[src/shared/lux_defines.svh]
`ifndef LUX_DEFINES_SVH
`define LUX_DEFINES_SVH

`define REG_UPPER_LIMIT    8'h03
`define REG_MAKER_ID       8'h7E
`define REG_PART_ID        8'h7F

`define UPPER_LIMIT_RESET  16'hBFFF
`define EXP_MSB            15
`define EXP_LSB            12
`define MANT_MSB           11
`define MANT_LSB           0
`define LUX_W              27
`define RANGE_AUTO         4'hC
`define EXP_MASKED         4'h0

`define FAULT_ONE          2'h0
`define FAULT_TWO          2'h1
`define FAULT_FOUR         2'h2
`define NEED_ONE           4'h1
`define NEED_TWO           4'h2
`define NEED_FOUR          4'h4
`define NEED_EIGHT         4'h8
`define CNT_ZERO           4'h0
`define CNT_ONE            4'h1

`define BYTE_BITS          4'h8
`define LAST_RD_SHIFT      4'h7
`define READ_ZERO          16'h0000

`endif

[src/shared/lux_pkg.sv]
package lux_pkg;

  typedef enum logic [3:0] {
    ST_IDLE,
    ST_ADDR,
    ST_ADDR_ACK,
    ST_PTR,
    ST_PTR_ACK,
    ST_WDATA,
    ST_WACK,
    ST_RDATA,
    ST_RACK
  } i2c_state_e;

  typedef struct packed {
    i2c_state_e  st;
    logic [3:0]  cnt;
    logic [7:0]  shreg;
    logic [7:0]  ptr;
    logic [7:0]  wbuf;
    logic        is_read;
    logic        low_byte;
    logic        scl_q;
    logic        sda_q;
    logic        sda_oe;
    logic        wr_en;
    logic [15:0] wr_data;
  } i2c_regs_s;

  typedef struct packed {
    logic [15:0] upper;
    logic [3:0]  above_cnt;
    logic [3:0]  below_cnt;
    logic        above_flag;
    logic        below_flag;
    logic        ready_flag;
    logic        alert_oe;
    logic [15:0] masked_result;
  } limit_regs_s;

endpackage

[src/rtl/i2c_target.sv]
`timescale 1ns/1ps
`include "lux_defines.svh"

module i2c_target
  import lux_pkg::*;
#(
  parameter logic [6:0] DEV_ADDR = 7'h44
) (
  input  wire logic        clk,
  input  wire logic        rst_b,
  input  wire logic        scl_in,
  input  wire logic        sda_in,
  output logic             sda_out,
  output logic             sda_oe,
  output logic [7:0]       ptr,
  output logic             wr_en,
  output logic [15:0]      wr_data,
  input  wire logic [15:0] rd_data
);

  i2c_regs_s r;
  i2c_regs_s next_r;

  logic start_seen;
  logic stop_seen;
  logic scl_rise;
  logic scl_fall;
  logic [7:0] load_byte;

  assign start_seen = r.scl_q && scl_in && r.sda_q && !sda_in;
  assign stop_seen  = r.scl_q && scl_in && !r.sda_q && sda_in;
  assign scl_rise   = !r.scl_q && scl_in;
  assign scl_fall   = r.scl_q && !scl_in;
  // high byte first; an acked read byte flips the half, taken from r so the path stays loop-free
  assign load_byte  = (r.low_byte ^ (r.st == ST_RACK)) ? rd_data[7:0] : rd_data[15:8];

  always_comb begin
    next_r       = r;
    next_r.scl_q = scl_in;
    next_r.sda_q = sda_in;
    next_r.wr_en = 1'b0;
    if (start_seen) begin
      next_r.st       = ST_ADDR;
      next_r.cnt      = `CNT_ZERO;
      next_r.low_byte = 1'b0;
      next_r.sda_oe   = 1'b0;
    end else if (stop_seen) begin
      next_r.st     = ST_IDLE;
      next_r.sda_oe = 1'b0;
    end else if (scl_rise) begin
      unique case (r.st)
        ST_ADDR, ST_PTR, ST_WDATA: begin
          next_r.shreg = {r.shreg[6:0], sda_in};
          next_r.cnt   = r.cnt + `CNT_ONE;
        end
        ST_RACK: begin
          if (sda_in) begin
            next_r.st = ST_IDLE;
          end
        end
        ST_IDLE, ST_ADDR_ACK, ST_PTR_ACK, ST_WACK, ST_RDATA: begin
        end
      endcase
    end else if (scl_fall) begin
      unique case (r.st)
        ST_ADDR: begin
          if (r.cnt == `BYTE_BITS) begin
            if (r.shreg[7:1] == DEV_ADDR) begin
              next_r.st      = ST_ADDR_ACK;
              next_r.is_read = r.shreg[0];
              next_r.sda_oe  = 1'b1;
            end else begin
              next_r.st = ST_IDLE;
            end
          end
        end
        ST_ADDR_ACK, ST_RACK: begin
          next_r.cnt = `CNT_ZERO;
          if (r.st == ST_RACK || r.is_read) begin
            if (r.st == ST_RACK) begin
              next_r.low_byte = !r.low_byte;
            end
            next_r.st     = ST_RDATA;
            next_r.shreg  = load_byte;
            next_r.sda_oe = !load_byte[7];
          end else begin
            next_r.st     = ST_PTR;
            next_r.sda_oe = 1'b0;
          end
        end
        ST_PTR: begin
          if (r.cnt == `BYTE_BITS) begin
            next_r.ptr    = r.shreg;
            next_r.st     = ST_PTR_ACK;
            next_r.sda_oe = 1'b1;
          end
        end
        ST_PTR_ACK, ST_WACK: begin
          next_r.st     = ST_WDATA;
          next_r.cnt    = `CNT_ZERO;
          next_r.sda_oe = 1'b0;
          if (r.st == ST_WACK) begin
            next_r.low_byte = !r.low_byte;
          end
        end
        ST_WDATA: begin
          if (r.cnt == `BYTE_BITS) begin
            next_r.st     = ST_WACK;
            next_r.sda_oe = 1'b1;
            if (r.low_byte) begin
              next_r.wr_en   = 1'b1;
              next_r.wr_data = {r.wbuf, r.shreg};
            end else begin
              next_r.wbuf = r.shreg;
            end
          end
        end
        ST_RDATA: begin
          if (r.cnt == `LAST_RD_SHIFT) begin
            next_r.st     = ST_RACK;
            next_r.sda_oe = 1'b0;
          end else begin
            next_r.shreg  = {r.shreg[6:0], 1'b0};
            next_r.sda_oe = !r.shreg[6];
            next_r.cnt    = r.cnt + `CNT_ONE;
          end
        end
        ST_IDLE: begin
        end
      endcase
    end
  end

  always_ff @(posedge clk or negedge rst_b) begin
    if (!rst_b) begin
      r         <= '0;
      r.st      <= ST_IDLE;
      r.scl_q   <= 1'b1;
      r.sda_q   <= 1'b1;
    end else begin
      r <= next_r;
    end
  end

  // open drain: only ever pulls low
  assign sda_out = 1'b0;
  assign sda_oe  = r.sda_oe;
  assign ptr     = r.ptr;
  assign wr_en   = r.wr_en;
  assign wr_data = r.wr_data;

endmodule

[src/rtl/light_limit_id_registers.sv]
`timescale 1ns/1ps
`include "lux_defines.svh"

// Operation
// - An upper threshold register at address 03h is read and written over I2C and bounds the comparison logic.
// - Bits 15:12 of the upper threshold hold an exponent encoded like the result exponent.
// - Bits 11:0 of the upper threshold hold an unsigned mantissa from zero to the exponent's full scale.
// - After reset the upper threshold reads BFFFh, the full mantissa at exponent Bh.
// - Exponent masking changes only the returned result value, never the comparisons.
// - Address 7Eh returns a fixed sixteen-bit maker code and ignores writes.
// - Address 7Fh returns a fixed sixteen-bit part code and ignores writes.
// - The alert pin may also announce that a new conversion sample is ready.
// - Result and both thresholds are scaled to lux before they are compared, so exponents may differ.
// - The below flag sets after the fault-count number of consecutive results under the lower threshold.
module light_limit_id_registers
  import lux_pkg::*;
#(
  parameter logic [6:0]  DEV_ADDR   = 7'h44,
  parameter logic [15:0] MAKER_CODE = 16'hA5C3,  // arbitrary value
  parameter logic [15:0] PART_CODE  = 16'h0F1E   // arbitrary value
) (
  input  wire logic        clk,
  input  wire logic        rst_b,
  input  wire logic        scl_in,
  input  wire logic        sda_in,
  output logic             sda_out,
  output logic             sda_oe,
  input  wire logic [15:0] result,
  input  wire logic        result_valid,
  input  wire logic [15:0] lower_limit,
  input  wire logic [1:0]  fault_count,
  input  wire logic        exponent_masking,
  input  wire logic [3:0]  range_number,
  input  wire logic        ready_alert_mode,
  input  wire logic        flag_clear,
  output logic [15:0]      masked_result,
  output logic [15:0]      upper_limit,
  output logic             above_flag,
  output logic             below_flag,
  output logic             alert_out,
  output logic             alert_oe
);

  limit_regs_s r;
  limit_regs_s next_r;

  logic [7:0]  ptr;
  logic        wr_en;
  logic [15:0] wr_data;
  logic [15:0] rd_data;

  logic [`LUX_W-1:0] result_lux;
  logic [`LUX_W-1:0] upper_lux;
  logic [`LUX_W-1:0] lower_lux;
  logic [3:0]        need;

  function automatic logic [`LUX_W-1:0] to_lux(input logic [15:0] v);
    logic [`LUX_W-1:0] m;
    m = {{(`LUX_W-`MANT_MSB-1){1'b0}}, v[`MANT_MSB:`MANT_LSB]};
    to_lux = m << v[`EXP_MSB:`EXP_LSB];
  endfunction

  function automatic logic [3:0] fault_need(input logic [1:0] fc);
    unique case (fc)
      `FAULT_ONE:  fault_need = `NEED_ONE;
      `FAULT_TWO:  fault_need = `NEED_TWO;
      `FAULT_FOUR: fault_need = `NEED_FOUR;
      default:     fault_need = `NEED_EIGHT;
    endcase
  endfunction

  function automatic logic [3:0] run_count(input logic hit, input logic [3:0] cnt, input logic [3:0] lim);
    if (!hit) begin
      run_count = `CNT_ZERO;
    end else if (cnt >= lim) begin
      run_count = lim;
    end else begin
      run_count = cnt + `CNT_ONE;
    end
  endfunction

  i2c_target #(
    .DEV_ADDR (DEV_ADDR)
  ) u_i2c (
    .clk     (clk),
    .rst_b   (rst_b),
    .scl_in  (scl_in),
    .sda_in  (sda_in),
    .sda_out (sda_out),
    .sda_oe  (sda_oe),
    .ptr     (ptr),
    .wr_en   (wr_en),
    .wr_data (wr_data),
    .rd_data (rd_data)
  );

  always_comb begin
    unique case (ptr)
      `REG_UPPER_LIMIT: rd_data = r.upper;
      `REG_MAKER_ID:    rd_data = MAKER_CODE;
      `REG_PART_ID:     rd_data = PART_CODE;
      default:          rd_data = `READ_ZERO;
    endcase
  end

  // comparisons use the raw result so masking cannot hide a range change
  assign result_lux = to_lux(result);
  assign upper_lux  = to_lux(r.upper);
  assign lower_lux  = to_lux(lower_limit);
  assign need       = fault_need(fault_count);

  always_comb begin
    next_r = r;
    if (wr_en && ptr == `REG_UPPER_LIMIT) begin
      next_r.upper = wr_data;
    end
    // set wins over clear when both land in one cycle
    if (flag_clear) begin
      next_r.above_flag = 1'b0;
      next_r.below_flag = 1'b0;
      next_r.ready_flag = 1'b0;
    end
    if (result_valid) begin
      next_r.above_cnt = run_count(result_lux > upper_lux, r.above_cnt, need);
      next_r.below_cnt = run_count(result_lux < lower_lux, r.below_cnt, need);
      if (next_r.above_cnt == need) begin
        next_r.above_flag = 1'b1;
      end
      if (next_r.below_cnt == need) begin
        next_r.below_flag = 1'b1;
      end
      if (ready_alert_mode) begin
        next_r.ready_flag = 1'b1;
      end
      if (exponent_masking && range_number < `RANGE_AUTO) begin
        next_r.masked_result = {`EXP_MASKED, result[`MANT_MSB:`MANT_LSB]};
      end else begin
        next_r.masked_result = result;
      end
    end
    next_r.alert_oe = next_r.above_flag || next_r.below_flag || next_r.ready_flag;
  end

  always_ff @(posedge clk or negedge rst_b) begin
    if (!rst_b) begin
      r       <= '0;
      r.upper <= `UPPER_LIMIT_RESET;
    end else begin
      r <= next_r;
    end
  end

  assign masked_result = r.masked_result;
  assign upper_limit   = r.upper;
  assign above_flag    = r.above_flag;
  assign below_flag    = r.below_flag;
  assign alert_out     = 1'b0;
  assign alert_oe      = r.alert_oe;

endmodule

[config.mk]
export PLATFORM = sky130hd
export DESIGN_NAME = light_limit_id_registers
export DESIGN_NICKNAME = d
export VERILOG_FILES = /design/src/shared/lux_pkg.sv /design/src/rtl/i2c_target.sv /design/src/rtl/light_limit_id_registers.sv
export VERILOG_INCLUDE_DIRS = /design/src /design/src/shared
export SDC_FILE = /design/constraint.sdc
export NUM_CORES = 1
export LEC_CHECK = 0
export BUFFER_PORTS_ARGS = -buffer_cell sky130_fd_sc_hd__buf_2
export CAP_MARGIN = 0
export CORE_MARGIN = 5
export CORE_UTILIZATION = 55
export DETAILED_ROUTE_END_ITERATION = 10
export PLACE_DENSITY = 0.85
export SYNTH_ARGS = -nofsm -noshare
export SYNTH_HDL_FRONTEND = slang
export SYNTH_HIERARCHICAL = 1
export SYNTH_SLANG_ARGS = --single-unit
[constraint.sdc]
create_clock -name clk -period 4.29 [get_ports clk]
set_input_delay 0.858 -clock clk [delete_from_list [all_inputs] [get_ports clk]]
set_output_delay 0.858 -clock clk [all_outputs]
set_load 0.05 [all_outputs]
* Yosys cells after proc, flatten, opt, wreduce, memory -nomap -nowiden
Cells that the tools add are included.
W data, S select, Z words.
** Operators by class
- Add/subtract/negate cells :: 3
- Magnitude comparators :: 5
- Equal/unequal tests :: 39
- Shift-type cells :: 3
- Multiplexer cells :: 65
- Bitwise gates (word level) :: 5
- Reduce and logical (&&, ||, !) cells :: 43
** Operators with widths (number)
- $shl A12 B4 Y27 :: 3
- $mux W18 :: 4
- $mux W17 :: 4
- $mux W8 :: 8
- $mux W4 :: 13
- $mux W12 :: 4
- $pmux W16 S3 :: 1
- $reduce_and A7 Y1 :: 6
- $mux W34 :: 1
- $mux W16 :: 2
- $mux W30 :: 1
- $gt A27 B27 Y1 :: 1
- $lt A27 B27 Y1 :: 1
- $pmux W4 S6 :: 1
- $eq A4 B3 Y1 const B :: 5
- $ne A5 B1 Y1 const B :: 4
- $mux W1 :: 17
- $eq A8 B7 Y1 const B :: 2
- $ne A4 B1 Y1 const B :: 4
- $pmux W8 S2 :: 1
- $ne A3 B1 Y1 const B :: 5
- $add A4 B1 Y4 const B :: 3
- $ne A4 B2 Y1 const B :: 3
- $pmux W4 S3 :: 1
- 36 further kinds :: 68
** Word-level totals
- Register bits :: 98
- Input port bits :: 46
- Output and inout port bits :: 38
- Logic and storage cells :: 183

* Longest topological paths before layout
- Depth after elaboration :: 11
- Gate-level depth with buffers :: 17
- Depth with buffers taken out :: 16

* Cells and area by module
Netlist, hierarchy kept.
** Modules (own cells, without submodules)
- light_limit_id_registers :: instances 1, cells each 693, area an instance 5656.7 um2, seq. area each 1119.8 um2
- i2c_target :: instances 1, cells each 272, area an instance 3035.4 um2, seq. area each 1353.8 um2

* Worst setup path before layout
Ideal clock, no wire load.
- Path kind :: input to register
- From :: in result[13]
- To :: reg r, in the netlist alert_oe
- Library setup time :: 0.151 ns
- Arrival time :: 4.019 ns
- Data required time :: 4.139 ns
- Path slack :: 0.119 ns
- Cell stages on the path :: 14
- Path buffers :: 2
- Cell sequence :: buf_1 -> clkbuf_1 -> mux4_1 -> nand2_1 -> nand2_1 -> nand2_1 -> o21ai_0 -> ha_1 -> and4_1 -> nand3_1 -> or4_1 -> or3_1 -> o311ai_0 -> o2111ai_1
** RTL lines
- start, declared :: line light_limit_id_registers.sv:28 : input wire logic [15:0] result,
- end signal, assigned :: line light_limit_id_registers.sv:149 : r <= next_r;
- end, declared :: line light_limit_id_registers.sv:44 : limit_regs_s r;

* Worst setup path in the final report
- From :: in result[13]
- To :: reg r[26] (netlist name)
** Between the ends
- Cells in the longest elaborated chain, start to end :: 4
** RTL lines
- $shl A12 B4 Y27 :: line light_limit_id_registers.sv:60 : to_lux = m << v[`EXP_MSB:`EXP_LSB];
- $gt A27 B27 Y1 :: line light_limit_id_registers.sv:124 : next_r.above_cnt = run_count(result_lux > upper_lux, r.above_cnt, need);
- $mux W4 :: line light_limit_id_registers.sv:73 : if (!hit) begin
- $mux W4 :: line light_limit_id_registers.sv:123 : if (result_valid) begin
No other way between the ends. The select of a mux whose other input is x is not followed.
A chain may end at the register's enable or synchronous reset.

==> impl_metrics.ini <==
[placement]
place.detailed.hpwl_mm = 15.85
io_buffers = 79
place_congestion = 0.9320
pre_cts_ws_ns = -0.1135
dpl-instance-area_um2 = 8987
placed_cells = 1188

[drt]
dr.pass1.iters = 5
wl_per_cell_um = 16.98
vias_per_cell = 5.924
final_antenna_net_count = 0
wl_mm = 20.45
drt-initial-drc-count = 479
drc = 0
num_vias = 7133

[clock_network]
cts_hold_buffers = 0
clkTransAtPathRegs_ns = 0.07
cts_buffer_depth = 2
cts_root_buffer = clkbuf_16
cts.sinks = 98
htree_levels = 3
cts_buffers = 9
cts_tree = built
insertion_delay_ns = 0.36

[floorplanning]
die_w_um = 135.7
num_rows = 46
core_area_um2 = 15710
die-area_um2 = 18420
io_pins = 84
initial_core_util_pct = 55.32
die_y_um = 135.7

[timing]
finClkSkew_ns = 0.01004
fin_setup_tns_ns = 0
hold_viol = 0
slew_viol_final = 0
rsz0062_at_grt = true
worst_pin_slew_ns = 0.7622
max_freq_ghz = 0.2454
fin_crit_ns = 4.075
finalSetupViolCount = 0
max-slew-margin-rel_pct = 49.07
fin_crit_sh_pct = 94.98
layout_setup_ws_ns = 0.2155

[critical_path]
cp.arrival_ns = 4.28
crit_path_start_kind = primary input
crit_fanout = 9
path_class = in2reg
cp-end-kind = register
crit_required_ns = 4.49

[layout]
stdcell_area_um2 = 9284
final_nets = 1094
layoutNonFillerInstCount = 1204
drive_above_1_share_pct = 26.92
area_growth_syn_to_layout_pct = 6.809
num_antenna_cells = 0

[grt]
grt_pass1_wl_mm = 33.27
grt_pass1_vias = 6790
grt_start_max_net_pins = 42
grt_overflow = 0
grt_use_total_pct = 22.30
antenna_found_initial = 0

[hold_path]
hold_class = in2async

[yosys]
syn_avg_cell_area_um2 = 9.007
syn-num-nets = 1076
synthCells = 965
ys_ff_latch = 98
ys_types = 76
ys_seq_area_share_pct = 28.46
synth_most_common_cell = mux2_2
synth-edff-count = 0
yosysTopAreaCell = dfrtp_1
async_flop_share_pct = 100.0
synth_common_cells = mux2_2, dfrtp_1, nand2_1
synthTopCellsByArea = dfrtp_1, mux2_2, ha_1
synth_warnings = 6
yosys_most_used_dff = dfrtp_1
synthesis.area_um2 = 8692
synth.top_cell.area_share_pct = 23.32

[power_and_ir_drop]
p_total_mw = 2.955
power_density_nw_per_um2 = 318.3
leakagePower_nw = 4.359
vdd_ir_drop_max_mv = 0.3037

[run]
drv_cap = 0

[outcome]
status = finished clean
==> critical path, cell delays in order <==
cell	delay, ns
buf_2	0.19
buf_4	0.18
mux2i_1	0.25
nand2_1	0.07
o21ai_0	0.11
o21ai_0	0.17
nand2_1	0.10
o21ai_0	0.18
ha_1	0.35
and4_1	0.17
nand3_1	0.07
or4_1	0.45
or3_1	0.43
o31ai_1	0.49
o22ai_1	0.18
==> cell usage in the layout, fill, tap and decap left out, types with 7 or more instances in the layout <==
| master | synthesis | final |
|---|---|---|
| or2_2 | 7 | 7 |
| mux2i_1 | 50 | 50 |
| dfstp_2 | 17 | 17 |
| nor2_1 | 56 | 56 |
| ha_1 | 65 | 65 |
| mux2_2 | 90 | 90 |
| a211oi_1 | 8 | 8 |
| nand3_1 | 25 | 25 |
| a21oi_1 | 47 | 47 |
| clkbuf_16 | 0 | 9 |
| nor3_1 | 18 | 18 |
| nor2b_1 | 20 | 20 |
| o211ai_1 | 11 | 11 |
| nand4_1 | 12 | 12 |
| and2_1 | 12 | 12 |
| o22ai_1 | 13 | 13 |
| nand2b_1 | 12 | 12 |
| buf_4 | 59 | 39 |
| inv_1 | 37 | 37 |
| buf_2 | 7 | 78 |
| a21o_1 | 29 | 29 |
| o2bb2ai_1 | 7 | 7 |
| nand2_1 | 77 | 77 |
| dfrtp_1 | 81 | 81 |
| o21ai_0 | 58 | 58 |
==> through the flow <==
| step | utilization (%) | hold WS [ns] |
|---|---|---|
| finish | 59.09 | 0.4620 |
| global route | 59.09 | 0.4940 |
| CTS | 59.05 | 0.4719 |
| detailed placement | 57.20 | 0.4877 |
| global placement | 57.20 | 0.4781 |
| floorplan | - | 0.4675 |
==> power by group <==
part | internal, mW | total, mW | switching [mW]
logic | 0.449 | 1.08 | 0.633
registers | 1.00 | 1.09 | 0.0835
clock network | 0.408 | 0.786 | 0.378
==> sequential cells by signal, summed over array words and instances (netlist names) <==
name	flops
u_i2c/wr_en	1
upper_limit	16
u_i2c/r	28
r	9
above_flag	1
masked_result	16
u_i2c/wr_data	16
u_i2c/sda_oe	1
below_flag	1
alert_oe	1
u_i2c/ptr	8
==> worst paths after layout <==
kind | to | start | slack (ns) | cells past startpoint
min reg2reg | masked_result[6]$_DFFE_PN0P_ | masked_result[6]$_DFFE_PN0P_ | 0.51 | 1
max reg2reg | r[26]$_DFFE_PN0P_ | upper_limit[12]$_DFFE_PN1P_ | 0.30 | 11
max in group asynchronous | upper_limit[1]$_DFFE_PN1P_ | rst_b | 2.92 | 2
max | r[26]$_DFFE_PN0P_ | result[13] | 0.22 | 15
min in group clk | masked_result[6]$_DFFE_PN0P_ | masked_result[6]$_DFFE_PN0P_ | 0.51 | 1
min | r[26]$_DFFE_PN0P_ | rst_b | 0.46 | 1
==> final cells by class <==
type	instances	area, µm²
clock inverters	7	65.06
repair buffers	117	683.2
flip-flops and latches	98	2474
inverters	37	138.9
well taps	216	270.3
clock buffers	9	225.2
fillers	1343	6429
multi-input cells	720	5428
==> metal layers <==
metal	vias up	global-route usage (%)	wire, µm
li1	3487	-	-
met5	-	0	0
met4	0	6.887	427
met2	221	38.19	9839
met1	3394	28.75	9056
met3	31	3.975	1122
==> cell families (layout without fill, tap and decap cells) <==
group | count (synthesis) | after routing | share of synthesized area, %
compound gates | 215 | 215 | 16.02
xor+xnor | 10 | 10 | 1.224
fa+ha+maj | 66 | 66 | 9.472
buf+inv | 147 | 170 | 9.169
flops | 98 | 98 | 28.46
mux | 145 | 145 | 18.80
other cells | 2 | 2 | 0.08640
simple gates | 282 | 282 | 16.77
==> timing repair <==
action,4_1_cts,5_1_grt
buffers inserted,0,0
endpoints found under the setup margin,0,3
resized for setup,0,1
(Power assumes the default switching activity.)
